[config.mk]
export PLATFORM = sky130hd
export DESIGN_NAME = hv_wake_input_detector
export DESIGN_NICKNAME = d
export VERILOG_FILES = /design/src/verilog/wake_input_pkg.sv /design/src/verilog/hv_wake_input_detector.sv /design/src/verilog/pin_synchroniser.sv /design/src/verilog/wake_filter.sv
export VERILOG_INCLUDE_DIRS = /design/src /design/src/verilog
export SDC_FILE = /design/constraint.sdc
export NUM_CORES = 1
export LEC_CHECK = 0
export BUFFER_PORTS_ARGS = -buffer_cell sky130_fd_sc_hd__buf_2
export CORE_MARGIN = 1
export CORE_UTILIZATION = 45
export CTS_BUF_LIST = sky130_fd_sc_hd__clkbuf_4 sky130_fd_sc_hd__clkbuf_8
export CTS_CLUSTER_DIAMETER = 40
export DETAILED_ROUTE_END_ITERATION = 10
export MAX_ROUTING_LAYER = met4
export PLACE_DENSITY = 0.71
export SLEW_MARGIN = 20
export SYNTH_ARGS = -nofsm -noshare
export SYNTH_HDL_FRONTEND = slang
export SYNTH_HIERARCHICAL = 1
export SYNTH_SLANG_ARGS = --single-unit
[constraint.sdc]
create_clock -name clk_i -period 2 [get_ports clk_i]
set_clock_uncertainty 0.05 [all_clocks]
set_input_delay 0.1 -clock clk_i [delete_from_list [all_inputs] [get_ports clk_i]]
set_output_delay 0.1 -clock clk_i [all_outputs]
set_load 0.05 [all_outputs]
[src/verilog/wake_input_map.svh]
`ifndef WAKE_INPUT_MAP_SVH
`define WAKE_INPUT_MAP_SVH

// Register byte offsets
`define WAKE_PIN_CONTROL_OFS      8'h00
`define WAKE_PULL_CONTROL_OFS     8'h04
`define WAKE_EVENT_STATUS_OFS     8'h08
`define ALT_WAKE_EVENT_STATUS_OFS 8'h0C
`define WAKE_PIN_LEVEL_STATUS_OFS 8'h10
`define WAKE_IRQ_MASK_OFS         8'h14

// Control and status field positions
`define CTRL_WAKE_EN_BIT   0
`define CTRL_CYCLIC_BIT    1
`define CTRL_MEASURE_BIT   2
`define CTRL_ALT_EN_BIT    3
`define STAT_EVENT_BIT     0

// Reset values
`define CTRL_RESET  32'h0000_0001
`define PULL_RESET  2'h0
`define MASK_RESET  2'h3

// Filter timing
`define CLK_PERIOD_NS    50
`define FILTER_TIME_NS   16000
`define FILTER_CYCLES    ((`FILTER_TIME_NS + `CLK_PERIOD_NS - 1) / `CLK_PERIOD_NS)

`endif

[src/verilog/wake_input_pkg.sv]
package wake_input_pkg;

	// Chip operating mode as seen by the wake logic
	typedef enum logic [2:0] {
		MODE_INIT,
		MODE_NORMAL,
		MODE_STOP,
		MODE_SLEEP,
		MODE_FAIL_SAFE
	} chip_mode_t;

	// Pull current source selection
	typedef enum logic [1:0] {
		PULL_NONE,
		PULL_DOWN,
		PULL_UP,
		PULL_AUTO
	} pull_sel_t;

	// Filter progress
	typedef enum logic [1:0] {
		FLT_IDLE,
		FLT_RUN
	} filter_state_t;

endpackage : wake_input_pkg
[src/verilog/hv_wake_input_detector.sv]
`timescale 1ns/1ps
`include "wake_input_map.svh"

module hv_wake_input_detector (
	// Clock and reset
	input  wire logic                        clk_i,
	input  wire logic                        rst_i,
	// AHB-Lite slave
	input  wire logic                        hsel_i,
	input  wire logic [7:0]                  haddr_i,
	input  wire logic [1:0]                  htrans_i,
	input  wire logic                        hwrite_i,
	input  wire logic [2:0]                  hsize_i,
	input  wire logic [31:0]                 hwdata_i,
	input  wire logic                        hready_i,
	output logic      [31:0]                 hrdata_o,
	output logic                             hreadyout_o,
	output logic                             hresp_o,
	// Wake pin comparator and alternate general pin
	input  wire logic                        hv_wake_pin_i,
	input  wire logic                        fail_or_general_pin_i,
	// Chip mode and cyclic sense timer window
	input  wire wake_input_pkg::chip_mode_t  chip_mode_i,
	input  wire logic                        cyclic_window_i,
	// Pull current source controls
	output logic                             pull_up_en_o,
	output logic                             pull_down_en_o,
	// Wake request and interrupt
	output logic                             wake_up_o,
	output logic                             interrupt_out_n_o
);
	import wake_input_pkg::*;

	// Registers
	logic [3:0]  wake_pin_control_q;
	pull_sel_t   wake_pull_control_q;
	logic        wake_pin_event_flag_q;
	logic        alt_wake_event_q;
	logic        wake_pin_level_status_q;
	logic [1:0]  irq_mask_q;
	logic        wake_up_q;
	logic [31:0] hrdata_q;
	logic        win_d1_q;
	logic        win_level_q;

	// Bus address phase capture
	logic        ph_valid_q;
	logic        ph_write_q;
	logic [7:0]  ph_addr_q;

	// Decoded control bits
	logic wake_en;
	logic cyclic_sel;
	logic measure_en;
	logic alt_en;
	assign wake_en    = wake_pin_control_q[`CTRL_WAKE_EN_BIT];
	assign cyclic_sel = wake_pin_control_q[`CTRL_CYCLIC_BIT];
	assign measure_en = wake_pin_control_q[`CTRL_MEASURE_BIT];
	assign alt_en     = wake_pin_control_q[`CTRL_ALT_EN_BIT];

	// Synchronised comparator levels
	logic pin_level;
	logic pin_change;
	logic alt_level;
	logic alt_change;

	pin_synchroniser u_pin_sync (
		.clk_i    (clk_i),
		.rst_i    (rst_i),
		.async_i  (hv_wake_pin_i),
		.level_o  (pin_level),
		.change_o (pin_change)
	);

	pin_synchroniser u_alt_sync (
		.clk_i    (clk_i),
		.rst_i    (rst_i),
		.async_i  (fail_or_general_pin_i),
		.level_o  (alt_level),
		.change_o (alt_change)
	);

	// Static path filters; the pin filter keeps tracking under measurement
	logic pin_evt;
	logic pin_flt_level;
	logic alt_evt;

	wake_filter u_pin_filter (
		.clk_i    (clk_i),
		.rst_i    (rst_i),
		.level_i  (pin_level),
		.change_i (pin_change),
		.event_o  (pin_evt),
		.level_o  (pin_flt_level)
	);

	wake_filter u_alt_filter (
		.clk_i    (clk_i),
		.rst_i    (rst_i),
		.level_i  (alt_level),
		.change_i (alt_change),
		.event_o  (alt_evt),
		.level_o  ()
	);

	// Cyclic sampling at the end of each timer window
	logic sample_now;
	logic cyc_evt;
	assign sample_now = cyclic_sel && win_d1_q && !cyclic_window_i;
	assign cyc_evt    = sample_now && (win_level_q != wake_pin_level_status_q);

	// Window edge detector and the level last seen inside the window
	always_ff @(posedge clk_i or posedge rst_i) begin
		if (rst_i) begin
			win_d1_q    <= 1'b0;
			win_level_q <= 1'b0;
		end else begin
			win_d1_q <= cyclic_window_i;
			if (cyclic_window_i) begin
				win_level_q <= pin_level;
			end
		end
	end

	// Qualified wake events from either edge
	logic wk_event;
	logic alt_event;
	assign wk_event  = wake_en && !measure_en
		&& (cyclic_sel ? cyc_evt : pin_evt);
	assign alt_event = alt_en && alt_evt;

	// Level status: live, sampled, or cleared under measurement
	always_ff @(posedge clk_i or posedge rst_i) begin
		if (rst_i) begin
			wake_pin_level_status_q <= 1'b0;
		end else if (measure_en) begin
			wake_pin_level_status_q <= 1'b0;
		end else if (cyclic_sel) begin
			if (sample_now) begin
				wake_pin_level_status_q <= win_level_q;
			end
		end else if (chip_mode_i == MODE_NORMAL || chip_mode_i == MODE_STOP
			|| chip_mode_i == MODE_INIT) begin
			wake_pin_level_status_q <= pin_flt_level;
		end
	end

	// Pull sources; automatic follows detected level
	always_comb begin
		pull_up_en_o   = 1'b0;
		pull_down_en_o = 1'b0;
		if (!measure_en) begin
			unique case (wake_pull_control_q)
				PULL_NONE: ;
				PULL_DOWN: pull_down_en_o = 1'b1;
				PULL_UP:   pull_up_en_o = 1'b1;
				PULL_AUTO: begin
					pull_up_en_o   = pin_level;
					pull_down_en_o = ~pin_level;
				end
			endcase
		end
	end

	// Mode dependent routing
	logic low_power;
	assign low_power = (chip_mode_i == MODE_SLEEP) || (chip_mode_i == MODE_FAIL_SAFE);

	always_ff @(posedge clk_i or posedge rst_i) begin
		if (rst_i) begin
			wake_up_q <= 1'b0;
		end else begin
			wake_up_q <= low_power && (wk_event || alt_event);
		end
	end
	assign wake_up_o = wake_up_q;

	// Bus write and status clear decode
	logic wr_en;
	logic rd_en;
	assign wr_en = ph_valid_q && ph_write_q;
	assign rd_en = hsel_i && hready_i && htrans_i[1] && !hwrite_i;

	always_ff @(posedge clk_i or posedge rst_i) begin
		if (rst_i) begin
			ph_valid_q <= 1'b0;
			ph_write_q <= 1'b0;
			ph_addr_q  <= 8'h00;
		end else if (hready_i) begin
			ph_valid_q <= hsel_i && htrans_i[1];
			ph_write_q <= hwrite_i;
			ph_addr_q  <= haddr_i;
		end
	end

	// Control registers
	always_ff @(posedge clk_i or posedge rst_i) begin
		if (rst_i) begin
			wake_pin_control_q  <= 4'(`CTRL_RESET);
			wake_pull_control_q <= pull_sel_t'(`PULL_RESET);
			irq_mask_q          <= `MASK_RESET;
		end else if (wr_en) begin
			unique case (ph_addr_q)
				`WAKE_PIN_CONTROL_OFS:  wake_pin_control_q <= hwdata_i[3:0];
				`WAKE_PULL_CONTROL_OFS: wake_pull_control_q <= pull_sel_t'(hwdata_i[1:0]);
				`WAKE_IRQ_MASK_OFS:     irq_mask_q <= hwdata_i[1:0];
				default: ;
			endcase
		end
	end

	// Sticky event flags; set wins over write-one clear
	logic clr_main;
	logic clr_alt;
	assign clr_main = wr_en && ph_addr_q == `WAKE_EVENT_STATUS_OFS
		&& hwdata_i[`STAT_EVENT_BIT];
	assign clr_alt  = wr_en && ph_addr_q == `ALT_WAKE_EVENT_STATUS_OFS
		&& hwdata_i[`STAT_EVENT_BIT];

	always_ff @(posedge clk_i or posedge rst_i) begin
		if (rst_i) begin
			wake_pin_event_flag_q <= 1'b0;
		end else if (wk_event) begin
			wake_pin_event_flag_q <= 1'b1;
		end else if (clr_main) begin
			wake_pin_event_flag_q <= 1'b0;
		end
	end

	always_ff @(posedge clk_i or posedge rst_i) begin
		if (rst_i) begin
			alt_wake_event_q <= 1'b0;
		end else if (alt_event) begin
			alt_wake_event_q <= 1'b1;
		end else if (clr_alt) begin
			alt_wake_event_q <= 1'b0;
		end
	end

	// Read data registered at the address phase
	always_ff @(posedge clk_i or posedge rst_i) begin
		if (rst_i) begin
			hrdata_q <= 32'h0000_0000;
		end else if (rd_en) begin
			unique case (haddr_i)
				`WAKE_PIN_CONTROL_OFS:      hrdata_q <= {28'h0, wake_pin_control_q};
				`WAKE_PULL_CONTROL_OFS:     hrdata_q <= {30'h0, wake_pull_control_q};
				`WAKE_EVENT_STATUS_OFS:     hrdata_q <= {31'h0, wake_pin_event_flag_q};
				`ALT_WAKE_EVENT_STATUS_OFS: hrdata_q <= {31'h0, alt_wake_event_q};
				`WAKE_PIN_LEVEL_STATUS_OFS: hrdata_q <= {31'h0, wake_pin_level_status_q};
				`WAKE_IRQ_MASK_OFS:         hrdata_q <= {30'h0, irq_mask_q};
				default:                    hrdata_q <= 32'h0000_0000;
			endcase
		end
	end

	assign hrdata_o    = hrdata_q;
	assign hreadyout_o = 1'b1;
	assign hresp_o     = 1'b0;

	// Interrupt only in active modes, from masked sticky flags
	logic irq_active;
	assign irq_active = !low_power
		&& |({alt_wake_event_q, wake_pin_event_flag_q} & irq_mask_q);
	assign interrupt_out_n_o = ~irq_active;

	// Low power event wakes the device next cycle
	wake_sleep_a: assert property (@(posedge clk_i) disable iff (rst_i)
		(wk_event && low_power) |=> wake_up_o)
		else $error("no wake-up from low power event");

	// Alternate pin event in low power wakes too
	wake_alt_a: assert property (@(posedge clk_i) disable iff (rst_i)
		(alt_event && low_power) |=> wake_up_o)
		else $error("no wake-up from alternate event");

	// Active mode never wakes
	wake_active_a: assert property (@(posedge clk_i) disable iff (rst_i)
		(!$past(low_power) && !low_power) |-> !wake_up_o)
		else $error("wake-up raised in active mode");

	// Masked event in active mode pulls interrupt low
	irq_event_a: assert property (@(posedge clk_i) disable iff (rst_i)
		(wk_event && irq_mask_q[0] && !low_power)
		|=> (!interrupt_out_n_o || low_power))
		else $error("interrupt missing after event");

	// Low power modes keep the interrupt released
	irq_quiet_a: assert property (@(posedge clk_i) disable iff (rst_i)
		low_power |-> interrupt_out_n_o)
		else $error("interrupt driven in low power mode");

	// Event sets the flag even with a clear
	event_flag_a: assert property (@(posedge clk_i) disable iff (rst_i)
		wk_event |=> wake_pin_event_flag_q)
		else $error("wake event flag not set");

	// Write one clears the flag when no event competes
	flag_clear_a: assert property (@(posedge clk_i) disable iff (rst_i)
		(clr_main && !wk_event) |=> !wake_pin_event_flag_q)
		else $error("wake event flag not cleared");

	// Alternate events land in their own flag
	alt_flag_a: assert property (@(posedge clk_i) disable iff (rst_i)
		alt_event |=> alt_wake_event_q)
		else $error("alternate wake flag not set");

	// Alternate flag clears on write one without event
	alt_clear_a: assert property (@(posedge clk_i) disable iff (rst_i)
		(clr_alt && !alt_event) |=> !alt_wake_event_q)
		else $error("alternate wake flag not cleared");

	// Disabled wake gives no event
	wake_disable_a: assert property (@(posedge clk_i) disable iff (rst_i)
		!wake_en |-> !wk_event)
		else $error("event while wake disabled");

	// Measurement clears level and disables pulls
	measure_gate_a: assert property (@(posedge clk_i) disable iff (rst_i)
		measure_en ##1 measure_en |-> !wake_pin_level_status_q
		&& !pull_up_en_o && !pull_down_en_o && !wk_event)
		else $error("measurement did not gate wake path");

	// Static level status follows the filtered level in active modes
	level_live_a: assert property (@(posedge clk_i) disable iff (rst_i)
		(!measure_en && !cyclic_sel && (chip_mode_i == MODE_NORMAL
		|| chip_mode_i == MODE_STOP || chip_mode_i == MODE_INIT))
		|=> wake_pin_level_status_q == $past(pin_flt_level))
		else $error("level status not following pin");

	// Cyclic level changes only at window end
	cyclic_hold_a: assert property (@(posedge clk_i) disable iff (rst_i)
		(cyclic_sel && $past(cyclic_sel) && !measure_en && !$past(measure_en)
		&& !$past(sample_now)) |-> $stable(wake_pin_level_status_q))
		else $error("cyclic level changed outside sample");

	// Sample stores the level seen inside the window
	cyclic_sample_a: assert property (@(posedge clk_i) disable iff (rst_i)
		(sample_now && !measure_en) |=> wake_pin_level_status_q == $past(win_level_q))
		else $error("cyclic sample not stored");

	// Cyclic window closed means no event
	cyclic_window_a: assert property (@(posedge clk_i) disable iff (rst_i)
		(cyclic_sel && !win_d1_q) |-> !wk_event)
		else $error("event outside cyclic window");

	// Automatic pull follows level
	pull_auto_a: assert property (@(posedge clk_i) disable iff (rst_i)
		(wake_pull_control_q == PULL_AUTO && !measure_en)
		|-> pull_up_en_o == pin_level && pull_down_en_o != pin_level)
		else $error("automatic pull wrong");

endmodule : hv_wake_input_detector

[src/verilog/pin_synchroniser.sv]
`timescale 1ns/1ps
`include "wake_input_map.svh"

module pin_synchroniser (
	// Clock and reset
	input  wire logic clk_i,
	input  wire logic rst_i,
	// Raw asynchronous level
	input  wire logic async_i,
	// Stable level and one-cycle change pulse
	output logic      level_o,
	output logic      change_o
);

	logic [2:0] sync_q;
	logic       level_q;

	// Three stages; the first is read only by the second
	always_ff @(posedge clk_i or posedge rst_i) begin
		if (rst_i) begin
			sync_q <= 3'h0;
		end else begin
			sync_q <= {sync_q[1:0], async_i};
		end
	end

	// Accept a change once stages two and three agree
	always_ff @(posedge clk_i or posedge rst_i) begin
		if (rst_i) begin
			level_q <= 1'b0;
		end else if (sync_q[1] == sync_q[2]) begin
			level_q <= sync_q[2];
		end
	end

	assign level_o  = level_q;
	assign change_o = (sync_q[1] == sync_q[2]) && (sync_q[2] != level_q);

endmodule : pin_synchroniser

[src/verilog/wake_filter.sv]
`timescale 1ns/1ps
`include "wake_input_map.svh"

module wake_filter (
	// Clock and reset
	input  wire logic clk_i,
	input  wire logic rst_i,
	// Synchronised level and its change pulse
	input  wire logic level_i,
	input  wire logic change_i,
	// Filtered event pulse and accepted level
	output logic      event_o,
	output logic      level_o
);
	import wake_input_pkg::*;

	localparam int unsigned CNT_W = 10;
	localparam logic [CNT_W-1:0] LAST = CNT_W'(`FILTER_CYCLES - 1);

	filter_state_t    state_q;
	logic [CNT_W-1:0] cnt_q;
	logic             level_q;
	logic             event_q;

	// Filter: restart on every crossing, accept after the full time
	always_ff @(posedge clk_i or posedge rst_i) begin
		if (rst_i) begin
			state_q <= FLT_IDLE;
			cnt_q   <= '0;
			level_q <= 1'b0;
			event_q <= 1'b0;
		end else begin
			event_q <= 1'b0;
			if (change_i) begin
				state_q <= FLT_RUN;
				cnt_q   <= '0;
			end else begin
				unique case (state_q)
					FLT_IDLE: begin
						cnt_q <= '0;
					end
					FLT_RUN: begin
						if (level_i == level_q) begin
							state_q <= FLT_IDLE;
						end else if (cnt_q == LAST) begin
							state_q <= FLT_IDLE;
							level_q <= level_i;
							event_q <= 1'b1;
						end else begin
							cnt_q <= cnt_q + 1'b1;
						end
					end
				endcase
			end
		end
	end

	assign event_o = event_q;
	assign level_o = level_q;

	// An accepted event sees the same level as two cycles before
	filter_time_a: assert property (@(posedge clk_i) disable iff (rst_i)
		$rose(event_q) |-> $past(level_i, 2) == level_i)
		else $error("filter accepted an unstable level");

	// A change always restarts the count
	filter_restart_a: assert property (@(posedge clk_i) disable iff (rst_i)
		change_i |=> (cnt_q == '0) && !event_q)
		else $error("filter did not restart on crossing");

endmodule : wake_filter

; ---- After elaboration in Yosys (flattened, before gate mapping)
; Index checks and enable logic that the tools add are counted.
[totals]
register_bits = 92
input_bits = 56
output_inout_bits = 38
word_cells = 154
[op_classes]
add_sub_neg = 2
eq_ne = 32
n_mux = 38
bitwise = 7
reduce_logical = 50
[ops]
columns = op, count
row1 = $mux 10, 6
row2 = $pmux 10 s2, 2
row3 = $eq 8x4->1 const B, 4
row4 = $eq 8x5->1 const B, 3
row5 = $pmux 4 s6, 1
row6 = $add 10x1->10 const B, 2
row7 = $eq 10x9->1 const B, 2
row8 = $logic_and 1x1->1, 19
row9 = $mux 1, 19
row10 = $eq 8x3->1 const B, 2
row11 = $logic_not 8->1, 2
row12 = $mux 2, 8
row13 = $reduce_and 2->1, 8
row14 = $ne 3x3->1 const B, 4
row15 = $reduce_bool 3->1, 3
row16 = $reduce_and 4->1, 2
row17 = $reduce_bool 2->1, 4
row18 = $eq 2x1->1 const B, 3
row19 = $eq 3x2->1 const B, 2
row20 = $not 1->1, 6
row21 = $eq 1x1->1, 4
row22 = $eq 2x2->1 const B, 2
row23 = $logic_not 1->1, 4
row24 = $logic_not 2->1, 2
row25 = other kinds (9), 15

; ---- Depth between registers and ports, before layout
; Gate-level depths: netlist of run 1.
[depth]
word_depth = 7
mapped_depth = 6
depth_no_buf = 5

; ---- Cells and area by module
; The synthesis of run 1 kept the hierarchy.
[by_module_without_submodules]
columns = mod, n_inst, cells_per_inst, area_per_inst_um2, seq_area_each_um2
row1 = hv_wake_input_detector, 1, 144, 1552.7, 704.4
row2 = wake_filter, 2, 68, 691.9, 325.3
row3 = pin_synchroniser, 2, 9, 131.4, 100.1

; ---- Least setup slack after synthesis of run 1
; Ideal clock, no wire load.
[synth_path]
path_kind = register to output
startpoint = register u_pin_sync.level_q, in the netlist u_pin_sync/level_o
endpoint = output port pull_down_en_o
arrival_ns = 1.642
t_required_ns = 1.850
path_slack_ns = 0.208
path_stages_with_launch = 2
n_path_buf = 0
cell_sequence = dfrtp_1 -> a211oi_1
[synth_between]
elab_chain_len = 3
[synth_rtl]
columns = element, line
row1 = "start, declared", pin_synchroniser.sv:16  ; logic level_q;
row2 = "start signal, assigned", pin_synchroniser.sv:32  ; level_q <= sync_q[2];
row3 = $not 1->1, hv_wake_input_detector.sv:159  ; pull_down_en_o = ~pin_level;
row4 = $pmux 1 s2, hv_wake_input_detector.sv:153  ; unique case (wake_pull_control_q)
row5 = $mux 1, hv_wake_input_detector.sv:152  ; if (!measure_en) begin
row6 = "end, declared", hv_wake_input_detector.sv:27  ; output logic pull_down_en_o,
; Every way passes these cells.

; ---- Final worst setup path of run 1
[layout_path]
startpoint = register ph_addr_q[1]
endpoint = register wake_pin_control_q[2]
[layout_between]
elab_chain_len = 2
[layout_rtl]
columns = element, line
row1 = "start, declared", hv_wake_input_detector.sv:49  ; logic [7:0] ph_addr_q;
row2 = "start signal, assigned", hv_wake_input_detector.sv:192  ; ph_addr_q <= haddr_i;
row3 = $logic_not 8->1, hv_wake_input_detector.sv:203  ; unique case (ph_addr_q)
row4 = $reduce_and 2->1 (no line), --
row5 = "end signal, assigned", hv_wake_input_detector.sv:199  ; wake_pin_control_q <= 4'(`CTRL_RESET);
row6 = "end signal, assigned", hv_wake_input_detector.sv:204  ; `WAKE_PIN_CONTROL_OFS: wake_pin_control_q <= hwdata_i[3:0];
row7 = "end, declared", hv_wake_input_detector.sv:35  ; logic [3:0] wake_pin_control_q;
; Every way passes these cells.
; A chain may end at the register's enable or synchronous reset.

==> results.cfg, run 1 <==
[outcome]
status = finished clean

[min_path]
min_to = ph_addr_q[4]
hp-class = in -> reg
min_path_cells = 2
min_from = haddr_i[4]

[clock_tree]
worstSkewPairLatency_ns = 0.34
hold_buffers = 17
cts_root_buf = clkbuf_8
cts_tree = built
clk_pin_slew_worst_paths_ns = 0.07
cts_setup_buffers = 0
cts_buffers = 9
cts.sinks = 62
htree_levels = 3
clockBufferDepth = 2
cts_resized = 0

[power]
leakage_nw = 1.69
ir_drop_mv = 0.368
power-per-cell-area_nw_per_um2 = 793

[setup_path]
rr_worst_depth = 3
cp-start-kind = register
crit_cells = 3
rrSetupSlack_ns = 0.17
end_kind = register
crit_path_top_delay_cell = or4_4
reg2reg_to = wake_pin_control_q[2]
crit_path_cell_trace = or4_4 > nor4_4 > mux2_2
crit_family = simple AND/OR/NAND/NOR gates
arrival_ns = 2.01
crit_required_ns = 2.17
path_class = reg -> reg
worstPathMaxFanout = 4
critPathBufInv = 0
r2r_start = ph_addr_q[1]
crit_path_max_incr_delay_ns = 0.57

[layout]
diodes = 0
post_route_cells_drive_above_1_share_pct = 24.4
seqCellArea_um2 = 1560
area_delta_synth_final_pct = 17.6
final_core_util_pct = 55.1
multi_input_area_um2 = 1450
fill_cells = 606
final_nets = 413
final_cells = 456

[placement]
gp_congestion = 0.808
dp.cells = 423
dp_hpwl_um = 4180
portBuffers = 31

[floorplan]
die_h_um = 86.3
dieArea_um2 = 7450
start_util_pct = 46.8
die_x_um = 86.3
ios = 94
rows = 30
core-area_um2 = 6830

[routing]
via_per_inst = 4.95
wl_per_cell_um = 12.8
drtPass1Iterations = 4
route.detailed.drc = 0
drt-initial-drc-count = 50
via_count = 2259
wl_um = 5840
ant_nets = 0

[synthesis]
netlist_instances = 298
ys_seq_area_share_pct = 48.6
synth_warnings = 6
synthesis.area_um2 = 3200
avgSynthCellArea_um2 = 10.7
synth_cell_type_count = 49
ys_seq_elements = 62

[grt]
groute.usage.overall_pct = 17.7
antenna_found_initial = 0
grt_pass1_wl_um = 9870
gr-total-overflow = 0
grt_pass1_vias = 2253
grt_max_degree = 21

[timing]
tns_ns = 0
grt_setup_unrepaired = false
finalCritPeriodShare_pct = 91.6
final-hold-violation-count = 0
setup_viol = 0
tightest_slew_ns = 0.744
fmax_ghz = 0.546
period_needed_ns = 1.83
slew_headroom_pct = 50.4
maxSlewViolCount = 0

[job]
cap_violations = 0
[power by group]
part | total (mW) | switching (mW) | internal (mW) | leakage [nW]
clock | 1.21 | 0.478 | 0.730 | 0.108
combinational | 0.412 | 0.279 | 0.133 | 0.776
sequential | 1.37 | 0.0518 | 1.31 | 0.802
total | 2.99 | 0.808 | 2.18 | 1.69
[worst max path at each step]
stage | start | end
after detailed placement | ph_addr_q[1] | wake_pin_control_q[2]
after global placement | ph_addr_q[1] | wake_pin_control_q[1]
final | ph_addr_q[1] | wake_pin_control_q[2]
after floorplan | u_pin_sync/level_o | pull_down_en_o
after CTS | ph_addr_q[1] | wake_pin_control_q[2]
after global routing | ph_addr_q[1] | wake_pin_control_q[1]
[worst register-to-register path, cell delays in order (launching register included)]
cell	delay, ns
dfrtp_1	0.40
or4_4	0.57
nor4_4	0.32
mux2_2	0.39
[cells in the final DEF, fill, tap and decap left out, types with 3 or more instances in the layout]
| master | n |
|---|---|
| a21oi_1 | 8 |
| a22o_1 | 5 |
| a31oi_1 | 5 |
| buf_2 | 31 |
| buf_4 | 5 |
| clkbuf_8 | 10 |
| conb_1 | 30 |
| dfrtp_1 | 59 |
| dfstp_2 | 3 |
| dlygate4sd3_1 | 17 |
| inv_1 | 13 |
| mux2_2 | 19 |
| mux2i_1 | 7 |
| nand2_1 | 22 |
| nand2b_1 | 5 |
| nand3_1 | 4 |
| nand4_1 | 4 |
| nor2_1 | 23 |
| nor2b_1 | 4 |
| nor3_1 | 7 |
| nor4_1 | 8 |
| o21ai_0 | 5 |
| o22ai_1 | 3 |
| o41ai_1 | 3 |
| or3_1 | 3 |
| xnor2_1 | 9 |
| xor2_1 | 4 |
[flip-flops by register name, summed over array words and instances, names as in the netlist, 2 cells and up]
| signal | count |
|---|---|
| wake_pull_control_q | 2 |
| hrdata_o | 4 |
| irq_mask_q | 2 |
| ph_addr_q | 8 |
| wake_pin_control_q | 4 |
| u_alt_sync/sync_q | 3 |
| u_pin_sync/sync_q | 3 |
| u_alt_filter/cnt_q | 10 |
| u_pin_filter/cnt_q | 10 |
[Yosys cell counts, drive strengths merged]
cell type / instances / area (µm²)
nor3: 9 / 55.1
a22oi: 1 / 7.51
nor4: 9 / 71.3
and2: 2 / 12.5
a211oi: 4 / 40.0
o22ai: 3 / 18.8
nor3b: 2 / 15.0
dfrtp: 59 / 1480
and3: 2 / 12.5
nor2: 23 / 86.3
a211o: 1 / 8.76
mux2: 21 / 236
a31oi: 5 / 31.3
clkbuf: 3 / 11.3
nand3b: 2 / 15.0
mux2i: 7 / 70.1
nor4b: 1 / 8.76
or4b: 2 / 27.5
inv: 13 / 48.8
o41ai: 3 / 26.3
or4: 1 / 11.3
a21o: 1 / 7.51
o21ai: 7 / 35.0
o31ai: 2 / 42.5
nand4: 4 / 25.0
dfstp: 3 / 78.8
buf: 32 / 235
o21bai: 2 / 15.0
a22o: 5 / 43.8
nor2b: 4 / 25.0
nand2: 22 / 82.6
nand4b: 1 / 8.76
o211a: 1 / 10.0
nand2b: 5 / 31.3
conb: 2 / 7.51
ha: 2 / 25.0
xor2: 4 / 35.0
nand3: 6 / 40.0
xnor2: 9 / 78.8
or3: 3 / 18.8
a21oi: 8 / 40.0
maj3: 2 / 22.5
[kinds of logic after synthesis]
logic type,Yosys count,share of synthesized area (%)
AO/OA/AOI/OAI,43,10.2
XOR/XNOR,13,3.56
adder cells (fa/ha/maj),4,1.49
buffers and inverters,48,9.23
flip-flops,62,48.6
multiplexers,28,9.58
other,2,0.235
AND/OR/NAND/NOR,98,17.1
[cell type report]
cell class                 instances  share of cell area, %
inverter                          13                   1.30
clock buffer                      10                   3.66
clock inverter                     6                   2.26
tap                               96                   3.19
multi-input combinational        216                   38.6
sequential                        62                   41.3
timing repair buffer              53                   9.64
[metrics by stage]
stage / hold WS [ns] / setup WS [ns] / instance area (µm²) / total power [mW]
2_1_floorplan: -0.184 / 0.208 / 3300 / 1.73
3_3_place_gp: -0.0156 / 0.192 / 3370 / 1.77
3_5_place_dp: -0.0116 / 0.178 / 3370 / 1.78
4_1_cts: 0.0306 / 0.139 / 3760 / 3.02
5_1_grt: 0.0600 / 0.105 / 3760 / 3.12
6_report: 0.0537 / 0.167 / 3760 / 2.99
[layer usage]
layer	GRT usage (%)	routed length, µm	vias up
met5	-	0	-
met4	8.18	93	0
met3	3.81	226	9
met2	28.8	2730	51
met1	21.1	2780	1089
li1	-	-	1110
Power figures use the tool's default switching activity.
==> run 2: changes to the inputs <==
--- a/config.mk
+++ b/config.mk
@@ -6,6 +6,7 @@
 export SDC_FILE = /design/constraint.sdc
 export NUM_CORES = 1
 export LEC_CHECK = 0
+export ABC_AREA = 1
 export BUFFER_PORTS_ARGS = -buffer_cell sky130_fd_sc_hd__buf_2
 export CORE_MARGIN = 1
 export CORE_UTILIZATION = 45
@@ -13,7 +14,7 @@
 export CTS_CLUSTER_DIAMETER = 40
 export DETAILED_ROUTE_END_ITERATION = 10
 export MAX_ROUTING_LAYER = met4
-export PLACE_DENSITY = 0.71
+export PLACE_DENSITY = 0.7
 export SLEW_MARGIN = 20
 export SYNTH_ARGS = -nofsm -noshare
 export SYNTH_HDL_FRONTEND = slang
==> constraint.sdc (replaced) <==
create_clock -name clk_i -period 2 [get_ports clk_i]
set_clock_uncertainty 0.05 [all_clocks]
set_input_delay 0.3 -clock clk_i [delete_from_list [all_inputs] [get_ports clk_i]]
set_output_delay 0.3 -clock clk_i [all_outputs]
set_load 0.05 [all_outputs]
==> run 2 against run 1 <==
  * Flip-flop and latch count unchanged
  * Register-to-register slack better by 0.22 ns
  * Cell count up 39%
  * Synthesized cell count up 64%
  * Sequential power about the same
  * Via count up 34%
  * Area after synthesis up 12%
  * Sequential share of layout area down 2.2 points
  * Clock power up 7%
  * Count of clock-buffer cells in the layout up 3
  * Hold slack worse by 0.031 ns
==> results.cfg, run 2 <==
[timing]
fmax_ghz = 0.569
hold_ws_ns = 0.0225
finalCritPeriodShare_pct = 87.8
maxSlewViolCount = 0
setup_viol = 0
grt_setup_unrepaired = false
period_needed_ns = 1.76
final-hold-violation-count = 0
tightest_slew_ns = 0.552
slew_headroom_pct = 63.2
tns_ns = 0

[setup_path]
arrival_ns = 1.41
end_kind = primary output
worstPathMaxFanout = 8
cp-start-kind = register
crit_required_ns = 1.65
path_class = reg -> out

[synthesis]
synthMuxAreaShare_pct = 0.316
synthFlopType = dfrtp_1
synth_warnings = 6
netlist_top_cells_area = dfrtp_1 (41%), nand2_1 (16%), inv_1 (7.2%)
synth-compound-area-share_pct = 6.24
synth_top_family_by_area = simple AND/OR/NAND/NOR gates
synth_cell_type_count = 31
ys_seq_elements = 62
yosys-top-cells-count = nand2_1 (151), inv_1 (68), dfrtp_1 (59), nor2_1 (59), nand3_1 (38)
netlist_instances = 489
synth-xor-area-share_pct = 0.491
ys_seq_area_share_pct = 43.6
synthesis.area_um2 = 3570
yosysTopAreaCell = dfrtp_1
synth_fa_ha_area_share_pct = 0.701
synth.most_common_cell = nand2_1
synth_top_area_share_pct = 41.4
avgSynthCellArea_um2 = 7.30
async_flop_share_pct = 100
synth_edf_count = 0
synth_simple_gate_area_share_pct = 33.7

[layout]
top_regs = u_alt_filter/cnt_q (10), u_pin_filter/cnt_q (10), ph_addr_q (8)
final_nets = 587
post_route_cells_drive_above_1_share_pct = 14.2
final_common_cell = nand2_1
final_cell_mix = nand2_1 (151), inv_1 (68), nor2_1 (59), dfrtp_1 (59), nand3_1 (38)
diodes = 0
final_cells = 636
area_delta_synth_final_pct = 11.5

[routing]
route.detailed.drc = 0
drtPass1Iterations = 5
drt-initial-drc-count = 149
via_count = 3021
ant_nets = 0
via_per_inst = 4.75
wl_per_cell_um = 10.8
wl_um = 6900

[grt]
gr-total-overflow = 0
antenna_found_initial = 0
grt_pass1_wl_um = 12300
grt_max_degree = 29
grt_pass1_vias = 2905
groute.usage.overall_pct = 19.2

[floorplan]
rows = 32
die_h_um = 91.1
core-area_um2 = 7690
ios = 94
start_util_pct = 46.4
die_x_um = 91.1
dieArea_um2 = 8290

[clock_tree]
cts_resized = 0
cts.sinks = 62
cts_tree = built
htree_levels = 3
worstSkewPairLatency_ns = 0.34
clockBufferDepth = 2
cts_setup_buffers = 0
cts_root_buf = clkbuf_8
clk_pin_slew_worst_paths_ns = 0.06
cts_buffers = 9

[placement]
dp.cells = 619
gp_congestion = 0.827
portBuffers = 31
dp_hpwl_um = 5090

[min_path]
hp-class = in -> reg

[job]
cap_violations = 0

[power]
p_total_mw = 3.08
power-per-cell-area_nw_per_um2 = 773
ir_drop_mv = 0.429
leakage_nw = 2.15

[outcome]
status = finished clean
## run 2: area by class of cell
class,instances,area [µm²]
inverters,72,280
repair buffers,35,188
well taps,102,128
fillers,758,3710
clock buffers,13,173
multi-input cells,349,1590
flip-flops and latches,62,1560
clock inverters,3,65.1
## run 2: stage by stage
step	util, %	cell area [µm²]	setup WS, ns
after floorplan	-	3670	0.0360
after global placement	48.6	3730	0.426
after detailed placement	48.6	3730	0.413
after CTS	51.8	3980	0.245
after global routing	51.8	3980	0.158
final	51.8	3980	0.244
## run 2: cells by family after synthesis
| group | Yosys count |
|---|---|
| muxes | 1 |
| xor gates and xnor gates | 2 |
| buffers and inverters | 106 |
| DFF | 62 |
| other | 2 |
| and+or+nand+nor | 272 |
| AOI/OAI and AO/OA | 42 |
| adders and majority gates | 2 |
## run 2: power by group
part | switching [mW] | internal (mW) | leakage (nW)
Combinational | 0.325 | 0.0922 | 1.26
Sequential | 0.0581 | 1.31 | 0.775
Clock | 0.477 | 0.816 | 0.123
Total | 0.861 | 2.22 | 2.15
## run 2: worst paths after layout
check	startpoint	to	slack [ns]	cells past startpoint
worst min register to register	u_pin_sync/sync_q[0]	u_pin_sync/sync_q[1]	0.30	0
max in group asynchronous	rst_i	u_alt_filter/level_o	0.98	3
worst max-delay path	u_pin_sync/level_o	pull_down_en_o	0.24	2
min in group asynchronous	rst_i	u_alt_sync/sync_q[1]	0.39	3
worst max register to register	u_pin_sync/level_o	u_pin_filter/cnt_q[2]	0.39	11
worst min-delay path	fail_or_general_pin_i	u_alt_sync/sync_q[0]	0.02	1
## run 2: per-layer routing
layer,GRT usage [%],share of wire (%),wire (µm),vias to the layer above
li1,-,-,-,1532
met1,23.3,47,3260,1400
met2,31.1,47,3230,82
met3,3.94,4.4,303,7
met4,8.07,1.5,105,0
met5,-,0,0,-
## run 2: timing repair
item                                    4_1_cts  5_1_grt
endpoints found under the setup margin        0        0
endpoints found under the hold margin         8        0
hold buffers                                  1        0
## run 2: critical path: stages (launching register included)
cell      delay (ns)
dfrtp_1         0.48
a211oi_1        0.28
buf_2           0.31
==> run 3: changes to the inputs <==
--- a/config.mk
+++ b/config.mk
@@ -6,7 +6,6 @@
 export SDC_FILE = /design/constraint.sdc
 export NUM_CORES = 1
 export LEC_CHECK = 0
-export ABC_AREA = 1
 export BUFFER_PORTS_ARGS = -buffer_cell sky130_fd_sc_hd__buf_2
 export CORE_MARGIN = 1
 export CORE_UTILIZATION = 45
@@ -14,7 +13,7 @@
 export CTS_CLUSTER_DIAMETER = 40
 export DETAILED_ROUTE_END_ITERATION = 10
 export MAX_ROUTING_LAYER = met4
-export PLACE_DENSITY = 0.7
+export PLACE_DENSITY = 0.71
 export SLEW_MARGIN = 20
 export SYNTH_ARGS = -nofsm -noshare
 export SYNTH_HDL_FRONTEND = slang
==> run 3 against run 2 <==
  * Wire length is 19% lower
  * Maximum frequency is 2.6% lower
  * Cell count is 31% lower
  * Clock power is 7% higher
  * Combinational power is 7.2% lower
  * Critical path type is now reg -> reg
  * Largest power group is now the clock network
==> results.cfg, run 3 (synthesis gave the netlist of run 1 again) <==
[timing]
period_needed_ns = 1.80
fmax_ghz = 0.554
tightest_slew_ns = 0.532
grt_setup_unrepaired = false
tns_ns = 0
slew_headroom_pct = 64.0
maxSlewViolCount = 0
hold_ws_ns = 0.0487
final-hold-violation-count = 0
setup_viol = 0
finalCritPeriodShare_pct = 90.2

[clock_tree]
cts_buffers = 9
worstSkewPairLatency_ns = 0.34
cts_tree = built
clockBufferDepth = 2
cts_resized = 0
cts_root_buf = clkbuf_8
htree_levels = 3
clk_pin_slew_worst_paths_ns = 0.07
cts.sinks = 62

[placement]
gp_congestion = 0.812
portBuffers = 31
dp_hpwl_um = 4220
place_area_um2 = 3370
dp.cells = 423

[setup_path]
crit_cells = 3
endpoint = u_alt_filter/level_o
reg2reg_to = u_alt_filter/level_o
crit_required_ns = 2.17
crit_path_max_incr_delay_ns = 0.59
critPathLaunch = u_alt_filter/cnt_q[7]
rrSetupSlack_ns = 0.20
crit_path_top_delay_cell = or4b_4
end_kind = register
cp-start-kind = register
crit_path_cell_trace = or4b_4 > nor4_1 > mux2_1
worstPathMaxFanout = 5
rr_worst_depth = 3
arrival_ns = 1.97
path_class = reg -> reg
crit_family = simple AND/OR/NAND/NOR gates
r2r_start = u_alt_filter/cnt_q[7]
critPathBufInv = 0

[grt]
grt_pass1_wl_um = 9490
antenna_found_initial = 0
grt_max_degree = 29
gr-total-overflow = 0
grt_pass1_vias = 2123
groute.usage.overall_pct = 17.1

[floorplan]
rows = 30
start_util_pct = 46.8
core-area_um2 = 6830
ios = 94
die_h_um = 86.3
die_x_um = 86.3
dieArea_um2 = 7450

[routing]
wl_per_cell_um = 12.6
via_count = 2205
drtPass1Iterations = 4
wl_um = 5590
via_per_inst = 4.99
route.detailed.drc = 0
drt-initial-drc-count = 98
ant_nets = 0

[power]
power_frac_comb_pct = 12.4
ir_drop_mv = 0.341
leakage_nw = 1.64
power.internal_mw = 2.32
switching_share_pct = 25.8
clockPowerShare_pct = 44.0
power-per-cell-area_nw_per_um2 = 856
power.switching_mw = 0.807
seq_power_share_pct = 43.6

[layout]
fin_area_um2 = 3660
final_common_cell = dfrtp_1
multi_input_area_um2 = 1450
seqCellArea_um2 = 1560
fill_cells = 621
diodes = 0
final_cells = 442
area_delta_synth_final_pct = 14.3
final_cell_mix = dfrtp_1 (59), buf_2 (31), conb_1 (30)
final_nets = 399
top_regs = u_alt_filter/cnt_q (10), u_pin_filter/cnt_q (10), ph_addr_q (8)
post_route_cells_drive_above_1_share_pct = 25.4

[job]
cap_violations = 0

[min_path]
hp-class = in -> reg
min_from = cyclic_window_i

[outcome]
status = finished clean
[run 3: cell types whose count changed in the layout (fill, tap and decap cells not counted), sizes merged, moves of 20 or more]
cell | previous run | this run
nand2 | 158 | 22
o21ai | 30 | 7
mux2 | 1 | 21
inv | 70 | 13
nor2 | 65 | 23
nand3 | 42 | 6
[run 3: routing by layer]
metal | share of wire (%) | GRT usage (%)
met2 | 48 | 26.6
met1 | 46 | 20.9
met4 | 1.6 | 6.36
met3 | 4.7 | 5.24
met5 | 0 | -
[run 3: how the worst min path moves through the flow]
stage                                 endpoint  slack, ns  depth (start not counted)
after global routing                  win_d1_q       0.04                          1
after floorplan             u_alt_sync/level_o       0.02                          1
after CTS                             win_d1_q       0.03                          1
after detailed placement  u_alt_sync/sync_q[1]       0.18                          2
final                                 win_d1_q       0.05                          1
after global placement    u_alt_sync/sync_q[0]       0.18                          2
[run 3: final cells by class]
cell class | count | share of cell area (%)
repair buffers | 39 | 6.09
clock buffers | 11 | 4.14
multi-input cells | 216 | 39.8
inverters | 13 | 1.33
clock inverters | 5 | 2.87
well taps | 96 | 3.28
flip-flops and latches | 62 | 42.5
[run 3: power groups by stage]
| stage | clock network [mW] | logic [mW] | registers (mW) |
|---|---|---|---|
| 2_1_floorplan | 0 | 0.351 | 1.38 |
| 3_3_place_gp | 0 | 0.380 | 1.39 |
| 3_5_place_dp | 0 | 0.387 | 1.39 |
| 4_1_cts | 1.42 | 0.393 | 1.37 |
| 5_1_grt | 1.47 | 0.426 | 1.37 |
| 6_report | 1.38 | 0.388 | 1.37 |
[run 3: per-stage QoR]
stage | setup WS (ns) | util (%) | power, mW
after floorplan | 0.00799 | - | 1.73
after global placement | 0.191 | 49.3 | 1.77
after detailed placement | 0.184 | 49.3 | 1.78
after CTS | 0.169 | 53.5 | 3.18
after global routing | 0.108 | 53.5 | 3.27
final | 0.196 | 53.5 | 3.13
[run 3: repair_timing]
item / in CTS / in global routing
hold buffers: 3 / 0
buffers inserted: 0 / 0
hold endpoints to repair: 36 / 0
